===== config.mk =====
export PLATFORM = sky130hd
export DESIGN_NAME = lsup_top
export DESIGN_NICKNAME = d
export VERILOG_FILES = /design/src/lsup_top.v
export VERILOG_INCLUDE_DIRS = /design/src /design/src/src
export SDC_FILE = /design/constraint.sdc
export NUM_CORES = 1
export LEC_CHECK = 0
export ABC_CLOCK_PERIOD_IN_PS = 3700
export BUFFER_PORTS_ARGS = -buffer_cell sky130_fd_sc_hd__buf_2
export CAP_MARGIN = 10
export CORE_MARGIN = 2
export CORE_UTILIZATION = 52
export DETAILED_ROUTE_END_ITERATION = 6
export PLACE_DENSITY_LB_ADDON = 0.12
export SLEW_MARGIN = 20
export SYNTH_ARGS = -nofsm -noshare
export SYNTH_HDL_FRONTEND = slang
export SYNTH_SLANG_ARGS = --single-unit

===== constraint.sdc =====
create_clock -name aclk -period 3.7 [get_ports aclk]
set_input_delay 0.185 -clock aclk [delete_from_list [all_inputs] [get_ports aclk]]
set_output_delay 0.185 -clock aclk [all_outputs]
set_load 0.01 [all_outputs]

===== src/lsup_regs.vh =====
`ifndef LSUP_REGS_VH
`define LSUP_REGS_VH
// register byte offsets
`define LSUP_CTRL          8'h00
`define LSUP_STATUS        8'h04
`define LSUP_PUMP_RUN      8'h08
`define LSUP_OIL_WARN      8'h0c
`define LSUP_OIL_ERR       8'h10
`define LSUP_TRIP_LIM      8'h14
`define LSUP_HOUR_LIM      8'h18
`define LSUP_DATE_LIM      8'h1c
`define LSUP_VTH0          8'h20
`define LSUP_VTH1          8'h24
`define LSUP_VTH2          8'h28
`define LSUP_VTH3          8'h2c
// ctrl fields (write one to act, self clearing)
`define LSUP_CTRL_PUMP_CLR 0
// status fields
`define LSUP_ST_VEL_LSB    0
`define LSUP_ST_WARN       4
`define LSUP_ST_ERR        5
`define LSUP_ST_MT_TRIP    6
`define LSUP_ST_MT_HOUR    7
`define LSUP_ST_MT_DATE    8
`define LSUP_ST_MAINT      9
`define LSUP_ST_OOO        10
// reset values
`define LSUP_OIL_WARN_RST  32'h0000_ffff
`define LSUP_OIL_ERR_RST   32'hffff_ffff
`define LSUP_TRIP_LIM_RST  32'hffff_ffff
`define LSUP_HOUR_LIM_RST  32'hffff_ffff
`define LSUP_VTH_RST       16'h0000
// date packed as yyyy(14) mm(4) dd(5) hh(5) mi(6): 01.01.2999 00:00 disables
`define LSUP_DATE_OFF      34'h0_bb71_0800
`define LSUP_DATE_LIM_RST  34'h0_bb71_0800
// timing
`define LSUP_CLK_HZ        25000000
`define LSUP_HYST_MMS      16'h000f
`endif


===== src/lsup_top.v =====
`timescale 1ns/10ps
`default_nettype none
`include "lsup_regs.vh"

// What this block does
// - output on when speed below threshold
// - 15 mm/s hysteresis band on switching
// - four thresholds, each own indexed output
// - accumulate oil pump engaged time
// - warning when runtime reaches warn limit
// - error and out of order at limit
// - runtime readable, cleared by maintenance command
// - maintenance when trips reach trip limit
// - maintenance when hours exceed hour limit
// - maintenance when date passes set date
// - date 01.01.2999 disables date interval
// - report interval on output, status, which
module lsup_top (
    input  wire        aclk,
    input  wire        aresetn,
    input  wire [15:0] car_speed,
    input  wire        pump_on,
    input  wire [31:0] trip_count,
    input  wire [31:0] hour_count,
    input  wire [33:0] now_date,
    output reg  [3:0]  vel_thr_out,
    output reg         oil_warn,
    output reg         oil_empty,
    output reg         out_of_order,
    output reg         maint_ind,
    output reg  [2:0]  maint_which,
    input  wire [7:0]  s_axi_awaddr,
    input  wire        s_axi_awvalid,
    output wire        s_axi_awready,
    input  wire [31:0] s_axi_wdata,
    input  wire [3:0]  s_axi_wstrb,
    input  wire        s_axi_wvalid,
    output wire        s_axi_wready,
    output reg  [1:0]  s_axi_bresp,
    output reg         s_axi_bvalid,
    input  wire        s_axi_bready,
    input  wire [7:0]  s_axi_araddr,
    input  wire        s_axi_arvalid,
    output wire        s_axi_arready,
    output reg  [31:0] s_axi_rdata,
    output reg  [1:0]  s_axi_rresp,
    output reg         s_axi_rvalid,
    input  wire        s_axi_rready
);
    localparam integer SEC_TICKS = `LSUP_CLK_HZ;

    reg  [2:0]  pump_sync_q;
    reg         pump_q;
    reg  [24:0] sec_div_q;
    reg  [31:0] run_q;
    reg  [31:0] warn_lim_q;
    reg  [31:0] err_lim_q;
    reg  [31:0] trip_lim_q;
    reg  [31:0] hour_lim_q;
    reg  [33:0] date_lim_q;
    reg  [15:0] vth_q [0:3];
    reg  [7:0]  aw_addr_q;
    reg  [31:0] w_data_q;
    reg  [3:0]  w_strb_q;
    reg         aw_full_q;
    reg         w_full_q;
    wire        wr_go;
    wire        aw_take;
    wire        w_take;
    wire        b_done;
    wire        ar_take;
    wire        sec_tick;
    wire        run_at_warn;
    wire        run_at_err;
    wire        mt_trip;
    wire        mt_hour;
    wire        mt_date;
    wire [31:0] vth_wr;
    wire [31:0] status_word;
    integer     i;
    integer     k;

    function [31:0] merge;
        input [31:0] old;
        input [31:0] nw;
        input [3:0]  be;
        integer      b;
        begin
            merge = old;
            for (b = 0; b < 4; b = b + 1) begin
                if (be[b]) begin
                    merge[b*8 +: 8] = nw[b*8 +: 8];
                end
            end
        end
    endfunction

    // word aligned register offset, shared by both channels
    function [7:0] word_of;
        input [7:0] addr;
        begin
            word_of = {addr[7:2], 2'b00};
        end
    endfunction

    // pump indication comes from a pin; accept a change once stages two and three agree
    always @(posedge aclk) begin
        if (!aresetn) begin
            pump_sync_q <= 3'h0;
            pump_q      <= 1'b0;
        end else begin
            pump_sync_q <= {pump_sync_q[1:0], pump_on};
            if (pump_sync_q[1] == pump_sync_q[2]) begin
                pump_q <= pump_sync_q[2];
            end
        end
    end

    // one second enable, counting only while the pump runs so partial seconds carry over
    assign sec_tick = pump_q && (sec_div_q == SEC_TICKS[24:0] - 25'h1);

    always @(posedge aclk) begin
        if (!aresetn) begin
            sec_div_q <= 25'h0;
        end else if (pump_q) begin
            sec_div_q <= sec_tick ? 25'h0 : sec_div_q + 25'h1;
        end
    end

    // velocity comparators with hysteresis
    always @(posedge aclk) begin
        if (!aresetn) begin
            vel_thr_out <= 4'h0;
        end else begin
            for (i = 0; i < 4; i = i + 1) begin
                if (car_speed < vth_q[i]) begin
                    vel_thr_out[i] <= 1'b1;
                end else if ({1'b0, car_speed} > {1'b0, vth_q[i]} + {1'b0, `LSUP_HYST_MMS}) begin
                    vel_thr_out[i] <= 1'b0;
                end
            end
        end
    end

    // out of order follows the empty flag; only a runtime clear or a higher limit lifts it
    assign run_at_warn = run_q >= warn_lim_q;
    assign run_at_err  = run_q >= err_lim_q;

    always @(posedge aclk) begin
        if (!aresetn) begin
            oil_warn     <= 1'b0;
            oil_empty    <= 1'b0;
            out_of_order <= 1'b0;
        end else begin
            oil_warn     <= run_at_warn;
            oil_empty    <= run_at_err;
            out_of_order <= run_at_err;
        end
    end

    // maintenance comparators
    assign mt_trip = trip_count >= trip_lim_q;
    assign mt_hour = hour_count > hour_lim_q;
    assign mt_date = (date_lim_q != `LSUP_DATE_OFF) && (now_date > date_lim_q);

    always @(posedge aclk) begin
        if (!aresetn) begin
            maint_ind   <= 1'b0;
            maint_which <= 3'h0;
        end else begin
            maint_ind   <= mt_trip | mt_hour | mt_date;
            maint_which <= {mt_date, mt_hour, mt_trip};
        end
    end

    // axi4-lite write: address and data taken in either order, each held until both arrive
    assign s_axi_awready = !aw_full_q;
    assign s_axi_wready  = !w_full_q;
    assign wr_go         = aw_full_q && w_full_q && !s_axi_bvalid;
    assign aw_take       = s_axi_awvalid && !aw_full_q;
    assign w_take        = s_axi_wvalid && !w_full_q;
    assign b_done        = s_axi_bvalid && s_axi_bready;
    assign vth_wr        = merge({16'h0, vth_q[aw_addr_q[3:2]]}, w_data_q, w_strb_q);

    always @(posedge aclk) begin
        if (!aresetn) begin
            aw_full_q    <= 1'b0;
            w_full_q     <= 1'b0;
            aw_addr_q    <= 8'h00;
            w_data_q     <= 32'h0;
            w_strb_q     <= 4'h0;
            s_axi_bvalid <= 1'b0;
            s_axi_bresp  <= 2'h0;
            run_q        <= 32'h0;
            warn_lim_q   <= `LSUP_OIL_WARN_RST;
            err_lim_q    <= `LSUP_OIL_ERR_RST;
            trip_lim_q   <= `LSUP_TRIP_LIM_RST;
            hour_lim_q   <= `LSUP_HOUR_LIM_RST;
            date_lim_q   <= `LSUP_DATE_LIM_RST;
            for (k = 0; k < 4; k = k + 1) begin
                vth_q[k] <= `LSUP_VTH_RST;
            end
        end else begin
            if (aw_take) begin
                aw_addr_q <= s_axi_awaddr;
                aw_full_q <= 1'b1;
            end
            if (w_take) begin
                w_data_q <= s_axi_wdata;
                w_strb_q <= s_axi_wstrb;
                w_full_q <= 1'b1;
            end
            if (b_done) begin
                s_axi_bvalid <= 1'b0;
            end
            // a tick in the same cycle as a clear loses one second; clear is a deliberate refill
            if (sec_tick && run_q != 32'hffff_ffff) begin
                run_q <= run_q + 32'h1;
            end
            if (wr_go) begin
                aw_full_q    <= 1'b0;
                w_full_q     <= 1'b0;
                s_axi_bvalid <= 1'b1;
                s_axi_bresp  <= 2'h0;
                case (word_of(aw_addr_q))
                    `LSUP_CTRL: begin
                        if (w_strb_q[0] && w_data_q[`LSUP_CTRL_PUMP_CLR]) begin
                            run_q <= 32'h0;
                        end
                    end
                    `LSUP_OIL_WARN: begin
                        warn_lim_q <= merge(warn_lim_q, w_data_q, w_strb_q);
                    end
                    `LSUP_OIL_ERR: begin
                        err_lim_q <= merge(err_lim_q, w_data_q, w_strb_q);
                    end
                    `LSUP_TRIP_LIM: begin
                        trip_lim_q <= merge(trip_lim_q, w_data_q, w_strb_q);
                    end
                    `LSUP_HOUR_LIM: begin
                        hour_lim_q <= merge(hour_lim_q, w_data_q, w_strb_q);
                    end
                    `LSUP_DATE_LIM: begin
                        // the top two year bits keep their reset value: the bus word is 32 bits
                        date_lim_q <= {date_lim_q[33:32], 32'h0} |
                                      {2'b00, merge(date_lim_q[31:0], w_data_q, w_strb_q)};
                    end
                    `LSUP_VTH0, `LSUP_VTH1, `LSUP_VTH2, `LSUP_VTH3: begin
                        vth_q[aw_addr_q[3:2]] <= vth_wr[15:0];
                    end
                    default: begin
                        s_axi_bresp <= 2'h2;
                    end
                endcase
            end
        end
    end

    // read channel: one cycle answer, unmapped gives slverr
    assign s_axi_arready = !s_axi_rvalid;
    assign ar_take       = s_axi_arvalid && !s_axi_rvalid;
    assign status_word   = {21'h0, out_of_order, maint_ind, maint_which,
                            oil_empty, oil_warn, vel_thr_out};

    always @(posedge aclk) begin
        if (!aresetn) begin
            s_axi_rvalid <= 1'b0;
            s_axi_rdata  <= 32'h0;
            s_axi_rresp  <= 2'h0;
        end else if (s_axi_rvalid) begin
            if (s_axi_rready) begin
                s_axi_rvalid <= 1'b0;
            end
        end else if (ar_take) begin
            s_axi_rvalid <= 1'b1;
            s_axi_rresp  <= 2'h0;
            s_axi_rdata  <= 32'h0;
            case (word_of(s_axi_araddr))
                `LSUP_CTRL: begin
                    s_axi_rdata <= 32'h0;
                end
                `LSUP_STATUS: begin
                    s_axi_rdata <= status_word;
                end
                `LSUP_PUMP_RUN: begin
                    s_axi_rdata <= run_q;
                end
                `LSUP_OIL_WARN: begin
                    s_axi_rdata <= warn_lim_q;
                end
                `LSUP_OIL_ERR: begin
                    s_axi_rdata <= err_lim_q;
                end
                `LSUP_TRIP_LIM: begin
                    s_axi_rdata <= trip_lim_q;
                end
                `LSUP_HOUR_LIM: begin
                    s_axi_rdata <= hour_lim_q;
                end
                `LSUP_DATE_LIM: begin
                    s_axi_rdata <= date_lim_q[31:0];
                end
                `LSUP_VTH0, `LSUP_VTH1, `LSUP_VTH2, `LSUP_VTH3: begin
                    s_axi_rdata <= {16'h0, vth_q[s_axi_araddr[3:2]]};
                end
                default: begin
                    s_axi_rresp <= 2'h2;
                end
            endcase
        end
    end
endmodule
`default_nettype wire

# Word-level counts from Yosys, hierarchy flattened
# Memories as Yosys holds them, arrays and structs flattened.
# Cells that the tools add are included.
[op_classes]
addsub = 6
n_lt_le_gt_ge = 13
eq_ne = 26
muxes = 47
n_bitwise = 5
n_reduce_logical = 47
[ops]
columns = ["cell", "n"]
rows = [
  ["$pmux W32 S8", 1],
  ["$mux W8", 18],
  ["$mux W32", 4],
  ["$ge A32 B32 Y1", 3],
  ["$add A16 B4 Y17 const B", 4],
  ["$gt A16 B17 Y1", 4],
  ["$lt A16 B16 Y1", 4],
  ["$eq A6 B3 Y1 const B", 8],
  ["$eq A6 B4 Y1 const B", 8],
  ["$reduce_and A3 Y1", 16],
  ["$gt A34 B34 Y1", 1],
  ["$ne A34 B32 Y1 const B", 1],
  ["$or A34 B32 Y34", 1],
  ["$add A32 B1 Y32 const B", 1],
  ["$gt A32 B32 Y1", 1],
  ["$ne A32 B32 Y1 const B", 1],
  ["$add A25 B1 Y25 const B", 1],
  ["$eq A25 B25 Y1 const B", 1],
  ["$mux W25", 1],
  ["$eq A6 B2 Y1 const B", 3],
  ["$mux W1", 18],
  ["$mux W16", 1],
  ["$reduce_or A16 Y1", 1],
  ["$logic_not A6 Y1", 2],
  ["14 further kinds", 40],
]
[word_totals]
reg_bits = 317
ramBits = 64
input_bits = 174
out_inout_bits = 52
elab_cells = 184
memories = 1
[mem_list]
columns = ["name", "words", "width", "rd", "rd_clocked_by_memory_dff", "wr", "line", "text"]
rows = [
  ["vth_q", 4, 16, 5, 0, 4, "lsup_top.v:61", "reg [15:0] vth_q [0:3];"],
]

# Longest topological paths before layout
# Gate-level depths: netlist (run 1).
[depth]
word_depth = 9
depth_mapped = 14
depth_no_buf = 14

# Worst setup path after synthesis (run 1)
# Ideal clock, no wire load.
[synth_timing]
path_kind = "register to register"
from = "memory vth_q[1][0]"
to = "register vel_thr_out[1]"
setup_time_ns = 0.101
arrival_ns = 2.613
t_required_ns = 3.599
setup_slack_ns = 0.986
stages_incl_launch_ff = 14
path_buffers = 0
synth_period_minus_slack_ns = 2.714
path_cell_list = "edfxtp_1 inv_1 ha_1 a211oi_1 and3_1 nand3_1 nor2_1 xnor2_1 ha_1 nand3_1 or4_1 o41ai_1 o211ai_1 o41ai_1"
[synth_rtl]
columns = ["item", "line", "text"]
rows = [
  ["from (decl)", "lsup_top.v:61", ""],
  ["to (signal assigned)", "lsup_top.v:133", "vel_thr_out <= 4'h0;"],
  ["to (signal, indexed assignment)", "lsup_top.v:137", "vel_thr_out[i] <= 1'b1;"],
  ["to (signal, indexed assignment)", "lsup_top.v:139", "vel_thr_out[i] <= 1'b0;"],
  ["to (decl)", "lsup_top.v:26", "output reg [3:0] vel_thr_out,"],
]

==> results of run 1 <==
routing by layer:
layer  vias up  wire [um]
li1      10100          -
met1     10300      34600
met2       924      35600
met3       161       6330
met4         0       2400
met5         -          0
kinds of logic after synthesis:
group | after synthesis | share of synthesized area [%]
muxes | 44 | 2.81
xor gates and xnor gates | 105 | 3.95
other | 1 | 0.0161
AOI/OAI and AO/OA | 620 | 17.8
DFF | 375 | 35.0
adders and majority gates | 294 | 15.8
buffers and inverters | 369 | 6.12
and+or+nand+nor | 884 | 18.5
cell type report:
class                           instances  area [um^2]
Fill cell                            3860        17300
Multi-Input combinational cell       1949        13700
Sequential cell                       375         8150
Timing Repair Buffer                  313         1940
Clock buffer                           59         1200
Inverter                              247          930
Tap cell                              592          741
Clock inverter                         20          236
Antenna cell                            1         2.50
cells in the final DEF, fill, tap and decap left out, types with 7 or more instances in the layout:
| cell type | instances |
|---|---|
| xor2_1 | 16 |
| nand2_1 | 309 |
| buf_2 | 218 |
| dfxtp_1 | 311 |
| o21ai_1 | 8 |
| nor4_2 | 10 |
| mux2i_1 | 27 |
| clkbuf_1 | 9 |
| nand3_1 | 99 |
| nand4_1 | 55 |
| nor2b_1 | 18 |
| nor3_2 | 13 |
| nor2_2 | 7 |
| nor2_1 | 183 |
| a31oi_1 | 19 |
| buf_4 | 45 |
| a21o_1 | 45 |
| o21ai_0 | 59 |
| nand2b_1 | 17 |
| nor3_1 | 34 |
| mux4_2 | 17 |
| a21oi_1 | 172 |
| clkbuf_16 | 43 |
| edfxtp_1 | 64 |
| nor4_1 | 19 |
| a41oi_1 | 10 |
| inv_1 | 245 |
| a22oi_1 | 98 |
| or3_1 | 8 |
| dlygate4sd3_1 | 49 |
| a211oi_1 | 22 |
| and3_1 | 22 |
| and2_1 | 69 |
| xnor2_1 | 89 |
| o21a_1 | 16 |
| clkinv_2 | 7 |
| o211ai_1 | 116 |
| ha_1 | 294 |
critical path: stages (launching register included):
cell and delay [ns]:
edfxtp_1 0.47, inv_1 0.09, ha_1 0.23, and3_1 0.23, nor4_1 0.57, nand3_1 0.17
xnor2_1 0.16, ha_1 0.30, nand3_1 0.11, nor3_1 0.24, nand4_1 0.17, a21oi_1 0.17
a21oi_1 0.07, o41ai_1 0.08
stage by stage:
stage                     power [mW]  instances
after global placement          5.28       3427
final                           9.67       3556
after floorplan                 4.90       2693
after global routing            9.97       3556
after detailed placement        5.31       3427
after CTS                       9.68       3555
worst min path at each step:
stage                             from                         to  slack [ns]  cells past startpoint
after floorplan           s_axi_rready    s_axi_rvalid$_SDFF_PN0_        0.29                      1
after global placement    s_axi_rready    s_axi_rvalid$_SDFF_PN0_        0.37                      2
after detailed placement  s_axi_rready    s_axi_rvalid$_SDFF_PN0_        0.38                      2
after CTS                 now_date[33]  maint_which[2]$_SDFF_PN0_        0.04                      4
after global routing      now_date[32]  maint_which[2]$_SDFF_PN0_        0.11                      4
final                     now_date[32]  maint_which[2]$_SDFF_PN0_        0.08                      4
where the power goes:
part	leakage, nW	internal [mW]	switching, mW
Sequential	3.18	4.21	0.151
Clock	0.704	2.57	1.81
Combinational	7.99	0.384	0.535
Total	11.9	7.17	2.50
==> reports/qor.csv, run 1 <==
stage;metric;value;unit
synth;fraction of registers with async set/reset;0;%
floorplan;Initial Utilization;52.6;%
place;pre-CTS WS;0.586;ns
timing;fmax;316;MHz
worst_setup_path;worst-case reg-to-reg path depth;13;
clocking;Clock Latency Late Sink;0.58;ns
synth;ranking of synthesized cells by area;dfxtp_1 27%, ha_1 16%, edfxtp_1 8.3%, nand2_1 5.0%, inv_1 4.0%;
timing;Slew HR;10.8;%
worst_setup_path;WS Path Type;register to register;
worst_setup_path;R2R Path End;vel_thr_out[0]$_SDFFE_PN0P_;
grt;busiest layer in global routing;met2;
grt;grt total ovfl;0;
run_status;status;finished, final reports clean;
floorplan;io pins;226;
timing;final worst path period share;85.6;%
place;IO Port Bufs;219;
layout;design area;0.0269;mm^2
worst_setup_path;worst setup path startpoint;vth_q[0][0]$_SDFFCE_PN0P_;
drt;routed via count;21500;
synth;count leader, synth;dfxtp_1;
power_and_ir_drop;LEAKAGE;11.9;nW
timing;setup TNS;0;ns
grt;initial antenna violation count;2;
layout;Final Core Density;60.9;%
floorplan;die height;215;um
grt;Tot GR Track Use;33.4;%
clocking;clock buffer count from CTS;43;
synth;YS warnings;0;
drt;drt total wl;78900;um
timing;unrepaired setup endpoints after global routing;false;
power_and_ir_drop;P per Cell Area;359;mW/mm^2
synth;cell taking the most area after synthesis;dfxtp_1;
flow_run;maxcap violations;0;
layout;largest reg by FF count;vth_q;
floorplan;Die Width;215;um
timing;Clock Skews;0.0161;ns
timing;Hold Slack;0.0822;ns
clocking;clk root buf;clkbuf_16;
worst_setup_path;worst r2r src;vth_q[0][0]$_SDFFCE_PN0P_;
floorplan;core area;0.0442;mm^2
layout;number of flip-flops in the largest register;64;
drt;Initial DRT Pass Iterations;7;
drt;DRT iter0 DRCs;2028;
clocking;CTS Hold Bufs;49;
grt;met2 Use GR;53.3;%
worst_setup_path;flop-to-flop setup slack;0.53;ns
worst_setup_path;CP arrival;3.62;ns
worst_setup_path;CP Capture Type;register;
clocking;H-tree levels;2;
worst_setup_path;CP Launch Type;register;
worst_setup_path;end point of the critical path;vel_thr_out[0]$_SDFFE_PN0P_;
clocking;CTS tree;done;
layout;Final #Nets;3397;
worst_setup_path;Worst Path Required;4.15;ns
floorplan;row count;77;
place;hpwl dp;59400;um
timing;min Tclk post-route;3.17;ns
grt;met3 Use GR;4.30;%
timing;Slew Viols, Final;0;
timing;final setup vio count;0;
synth;Seq/Total Area, Yosys;35.0;%
timing;worst slew pin tran;1.33;ns
place;routability congestion estimate;0.948;
drt;vias per inst;6.04;
synth;Synth top area share;26.8;%
power_and_ir_drop;maximum VDD drop;0.348;mV
synth;EDFF count, synth;64;
worst_setup_path;maximum fanout along the worst path;4;
synth;ys flop type;dfxtp_1;
synth;distinct cell type count after synthesis;74;
synth;register bit total from synthesis;375;
drt;Antenna Violating Nets Remaining;0;
clocking;Post-CTS Setup Bufs;0;
timing;final hold violation count;0;
worst_hold_path;Hold Crit Class;input pin to register;
place;DP Area;0.0250;mm^2
timing;PnR worst setup slack;0.532;ns
grt;grt met1 use;46.9;%
floorplan;die area;0.0464;mm^2
clocking;clk sink count;375;
drt;DRC viols;0;
layout;layout cells sized above 1;13.5;%
clocking;CTS resizes;0;
drt;WL per Instance;22.2;um
layout;Layout area overhead;15.8;%
synth;Synth top cells by count;311 x dfxtp_1, 309 x nand2_1, 294 x ha_1, 245 x inv_1, 188 x nor2_1;
synth;cell count after synthesis;2692;
grt;largest net degree at the start of global routing;78;
clocking;clock slew at the register clock pins of the worst setup and hold paths;0.06;ns
clocking;Max clock buf depth;3;
synth;mapped cell area;0.0233;mm^2
grt;vias in the first global route;20600;
grt;first-pass GRT wire length;120000;um
synth;Mean Syn Cell Area;8.64;um^2
Power figures use the tool's default switching activity.
==> run 2: changes to the inputs <==
--- a/config.mk
+++ b/config.mk
@@ -6,7 +6,7 @@
 export SDC_FILE = /design/constraint.sdc
 export NUM_CORES = 1
 export LEC_CHECK = 0
-export ABC_CLOCK_PERIOD_IN_PS = 3700
+export ABC_CLOCK_PERIOD_IN_PS = 3850
 export BUFFER_PORTS_ARGS = -buffer_cell sky130_fd_sc_hd__buf_2
 export CAP_MARGIN = 10
 export CORE_MARGIN = 2
==> constraint.sdc (replaced) <==
create_clock -name aclk -period 3.85 [get_ports aclk]
set_input_delay 0.1925 -clock aclk [delete_from_list [all_inputs] [get_ports aclk]]
set_output_delay 0.1925 -clock aclk [all_outputs]
set_load 0.01 [all_outputs]
==> reports/qor.csv, run 2 (same netlist as run 1, synthesis figures left out) <==
stage;metric;value;unit;change
power_and_ir_drop;Sw Ratio;25.8;%;was 25.9%
floorplan;die height;215;um;unchanged
grt;busiest layer in global routing;met2;;unchanged
worst_setup_path;CP Launch Type;register;;unchanged
worst_setup_path;flop-to-flop setup slack;0.62;ns;was 0.53 ns
power_and_ir_drop;switching power;2.41;mW;was 2.50 mW
worst_hold_path;hold path endpoint;maint_which[2]$_SDFF_PN0_;;unchanged
drt;WL per Instance;22.1;um;was 22.2 um
clocking;Clock Latency Late Sink;0.59;ns;was 0.58 ns
layout;Finished Layout Cells;3553;;was 3556
place;pre-CTS WS;0.706;ns;was 0.586 ns
grt;met2 Use GR;52.5;%;was 53.3%
power_and_ir_drop;Flop pwr share;45.0;%;was 45.1%
layout;Layout area overhead;15.9;%;was 15.8%
grt;largest net degree at the start of global routing;146;;was 78
grt;vias in the first global route;20500;;was 20.6k
timing;final hold violation count;0;;unchanged
grt;grt total ovfl;0;;unchanged
layout;commonest non-fill, non-tap cell in the layout;dfxtp_1;;unchanged
layout;Final #Nets;3392;;was 3397
place;placed insts;3423;;was 3427
flow_run;maxcap violations;0;;unchanged
grt;met3 Use GR;5.12;%;was 4.30%
timing;min Tclk post-route;3.23;ns;was 3.17 ns
timing;final worst path period share;83.8;%;was 85.6%
timing;final setup vio count;0;;unchanged
worst_setup_path;worst-case reg-to-reg path depth;13;;unchanged
run_status;status;complete, but fails checks;;was finished, final reports clean
clocking;clk root buf;clkbuf_16;;unchanged
layout;Final Core Density;61.0;%;was 60.9%
worst_setup_path;R2R Path End;vel_thr_out[1]$_SDFFE_PN0P_;;was vel_thr_out[0]$_SDFFE_PN0P_
layout;layout cells sized above 1;13.4;%;was 13.5%
floorplan;die area;0.0464;mm^2;unchanged
worst_setup_path;worst r2r src;vth_q[1][0]$_SDFFCE_PN0P_;;was vth_q[0][0]$_SDFFCE_PN0P_
power_and_ir_drop;P per Cell Area;346;mW/mm^2;was 359 mW/mm^2
timing;unrepaired setup endpoints after global routing;false;;unchanged
clocking;clk sink count;375;;unchanged
drt;vias per inst;6.05;;was 6.04
grt;grt met1 use;45.7;%;was 46.9%
layout;largest reg by FF count;vth_q;;unchanged
worst_setup_path;CP Capture Type;register;;unchanged
drt;DRT iter0 DRCs;2057;;was 2028
worst_setup_path;CP arrival;3.68;ns;was 3.62 ns
power_and_ir_drop;Comb power frac;9.5;%;about the same
floorplan;io pins;226;;unchanged
clocking;Max clock buf depth;3;;unchanged
drt;Antenna Violating Nets Remaining;0;;unchanged
worst_hold_path;Hold Crit Class;input pin to register;;unchanged
drt;DRC viols;3;;was 0
drt;Initial DRT Pass Iterations;7;;unchanged
power_and_ir_drop;LEAKAGE;11.9;nW;about the same
layout;design area;0.0270;mm^2;was 0.0269 mm^2
floorplan;row count;77;;unchanged
drt;routed via count;21500;;about the same
grt;Tot GR Track Use;33.3;%;was 33.4%
power_and_ir_drop;maximum VDD drop;0.321;mV;was 0.348 mV
clocking;clock slew at the register clock pins of the worst setup and hold paths;0.06;ns;about the same
run_status;failing checks;design-rule violations;;
clocking;H-tree levels;2;;unchanged
worst_setup_path;Worst Path Required;4.30;ns;was 4.15 ns
timing;fmax;310;MHz;was 316 MHz
timing;setup TNS;0;ns;unchanged
place;routability congestion estimate;0.935;;was 0.948
place;IO Port Bufs;219;;unchanged
timing;Slew HR;17.2;%;was 10.8%
grt;initial antenna violation count;1;;was 2
timing;Hold Slack;0.0581;ns;was 0.0822 ns
worst_setup_path;WS Path Type;register to register;;unchanged
floorplan;Die Width;215;um;unchanged
floorplan;Initial Utilization;52.6;%;unchanged
clocking;clock buffer count from CTS;42;;was 43
layout;number of flip-flops in the largest register;64;;unchanged
power_and_ir_drop;Total Power;9.31;mW;was 9.67 mW
timing;Clock Skews;0.0465;ns;was 0.0161 ns
worst_setup_path;maximum fanout along the worst path;4;;unchanged
timing;Slew Viols, Final;0;;unchanged
timing;PnR worst setup slack;0.623;ns;was 0.532 ns
grt;first-pass GRT wire length;119000;um;was 120000 um
drt;drt total wl;78600;um;was 78900 um
clocking;CTS tree;done;;unchanged
power_and_ir_drop;clock network power share;45.5;%;was 45.4%
layout;commonest non-fill, non-tap cells in the layout;311 x dfxtp_1, 309 x nand2_1, 294 x ha_1, 245 x inv_1, 218 x buf_2;;unchanged
place;hpwl dp;59000;um;was 59400 um
worst_hold_path;Min-Delay Startpoint;now_date[32];;unchanged
clocking;CTS resizes;0;;unchanged
worst_hold_path;Worst Hold Path Cells;4;;unchanged
place;DP Area;0.0250;mm^2;about the same
timing;worst slew pin tran;1.23;ns;was 1.33 ns
power_and_ir_drop;Int Pwr;6.91;mW;was 7.17 mW
floorplan;core area;0.0442;mm^2;unchanged
[run 2: cell types whose count changed in the layout (fill, tap and decap cells not counted), moves of 2 or more]
cell,change
inv_6,+2
clkinv_2,-2
inv_4,-2
diode_2,+2
buf_4,-6
buf_12,+2
[run 2: worst max-delay path, cell delays in order, from the launching register on]
cell,delay (ns)
edfxtp_1,0.42
inv_1,0.10
ha_1,0.25
a211oi_1,0.35
and3_1,0.31
nand3_1,0.16
nor2_1,0.16
xnor2_1,0.08
ha_1,0.29
nand3_1,0.10
or4_1,0.55
o41ai_1,0.08
o211ai_1,0.13
o41ai_1,0.10
[run 2: worst max path at each step]
stage | startpoint | end | slack, ns | depth (start not counted)
4_1_cts | vth_q[1][0]$_SDFFCE_PN0P_ | vel_thr_out[1]$_SDFFE_PN0P_ | 0.66 | 13
3_5_place_dp | vth_q[1][0]$_SDFFCE_PN0P_ | vel_thr_out[1]$_SDFFE_PN0P_ | 0.71 | 13
5_1_grt | vth_q[2][2]$_SDFFCE_PN0P_ | vel_thr_out[2]$_SDFFE_PN0P_ | 0.39 | 12
2_1_floorplan | vth_q[1][0]$_SDFFCE_PN0P_ | vel_thr_out[1]$_SDFFE_PN0P_ | 1.14 | 13
6_report | vth_q[1][0]$_SDFFCE_PN0P_ | vel_thr_out[1]$_SDFFE_PN0P_ | 0.62 | 13
3_3_place_gp | vth_q[1][0]$_SDFFCE_PN0P_ | vel_thr_out[1]$_SDFFE_PN0P_ | 0.76 | 13
[run 2: power groups by stage]
stage | clock network, mW | registers [mW] | logic, mW
after floorplan | 0 | 4.18 | 0.529
after global placement | 0 | 4.27 | 0.801
after detailed placement | 0 | 4.27 | 0.830
after CTS | 4.28 | 4.19 | 0.872
after global routing | 4.44 | 4.20 | 0.978
final | 4.24 | 4.19 | 0.882
[run 2: final cells by class]
cell class | count | area, um^2
sequential | 375 | 8150
antenna | 3 | 7.51
clock inverter | 19 | 256
timing repair buffer | 309 | 1930
inverter | 247 | 930
fill | 3909 | 17300
tap | 592 | 741
multi-input combinational | 1949 | 13700
clock buffer | 59 | 1210
[run 2: what timing repair did]
action,4_1_cts,5_1_grt
hold buffers,49,0
endpoints found under the hold margin,48,0
buffers inserted,0,0
[run 2: per-layer routing]
| metal | up-vias | wire [um] |
|---|---|---|
| met5 | - | 0 |
| met4 | 0 | 3090 |
| met3 | 186 | 6480 |
| met2 | 921 | 35000 |
| met1 | 10300 | 34100 |
| li1 | 10100 | - |
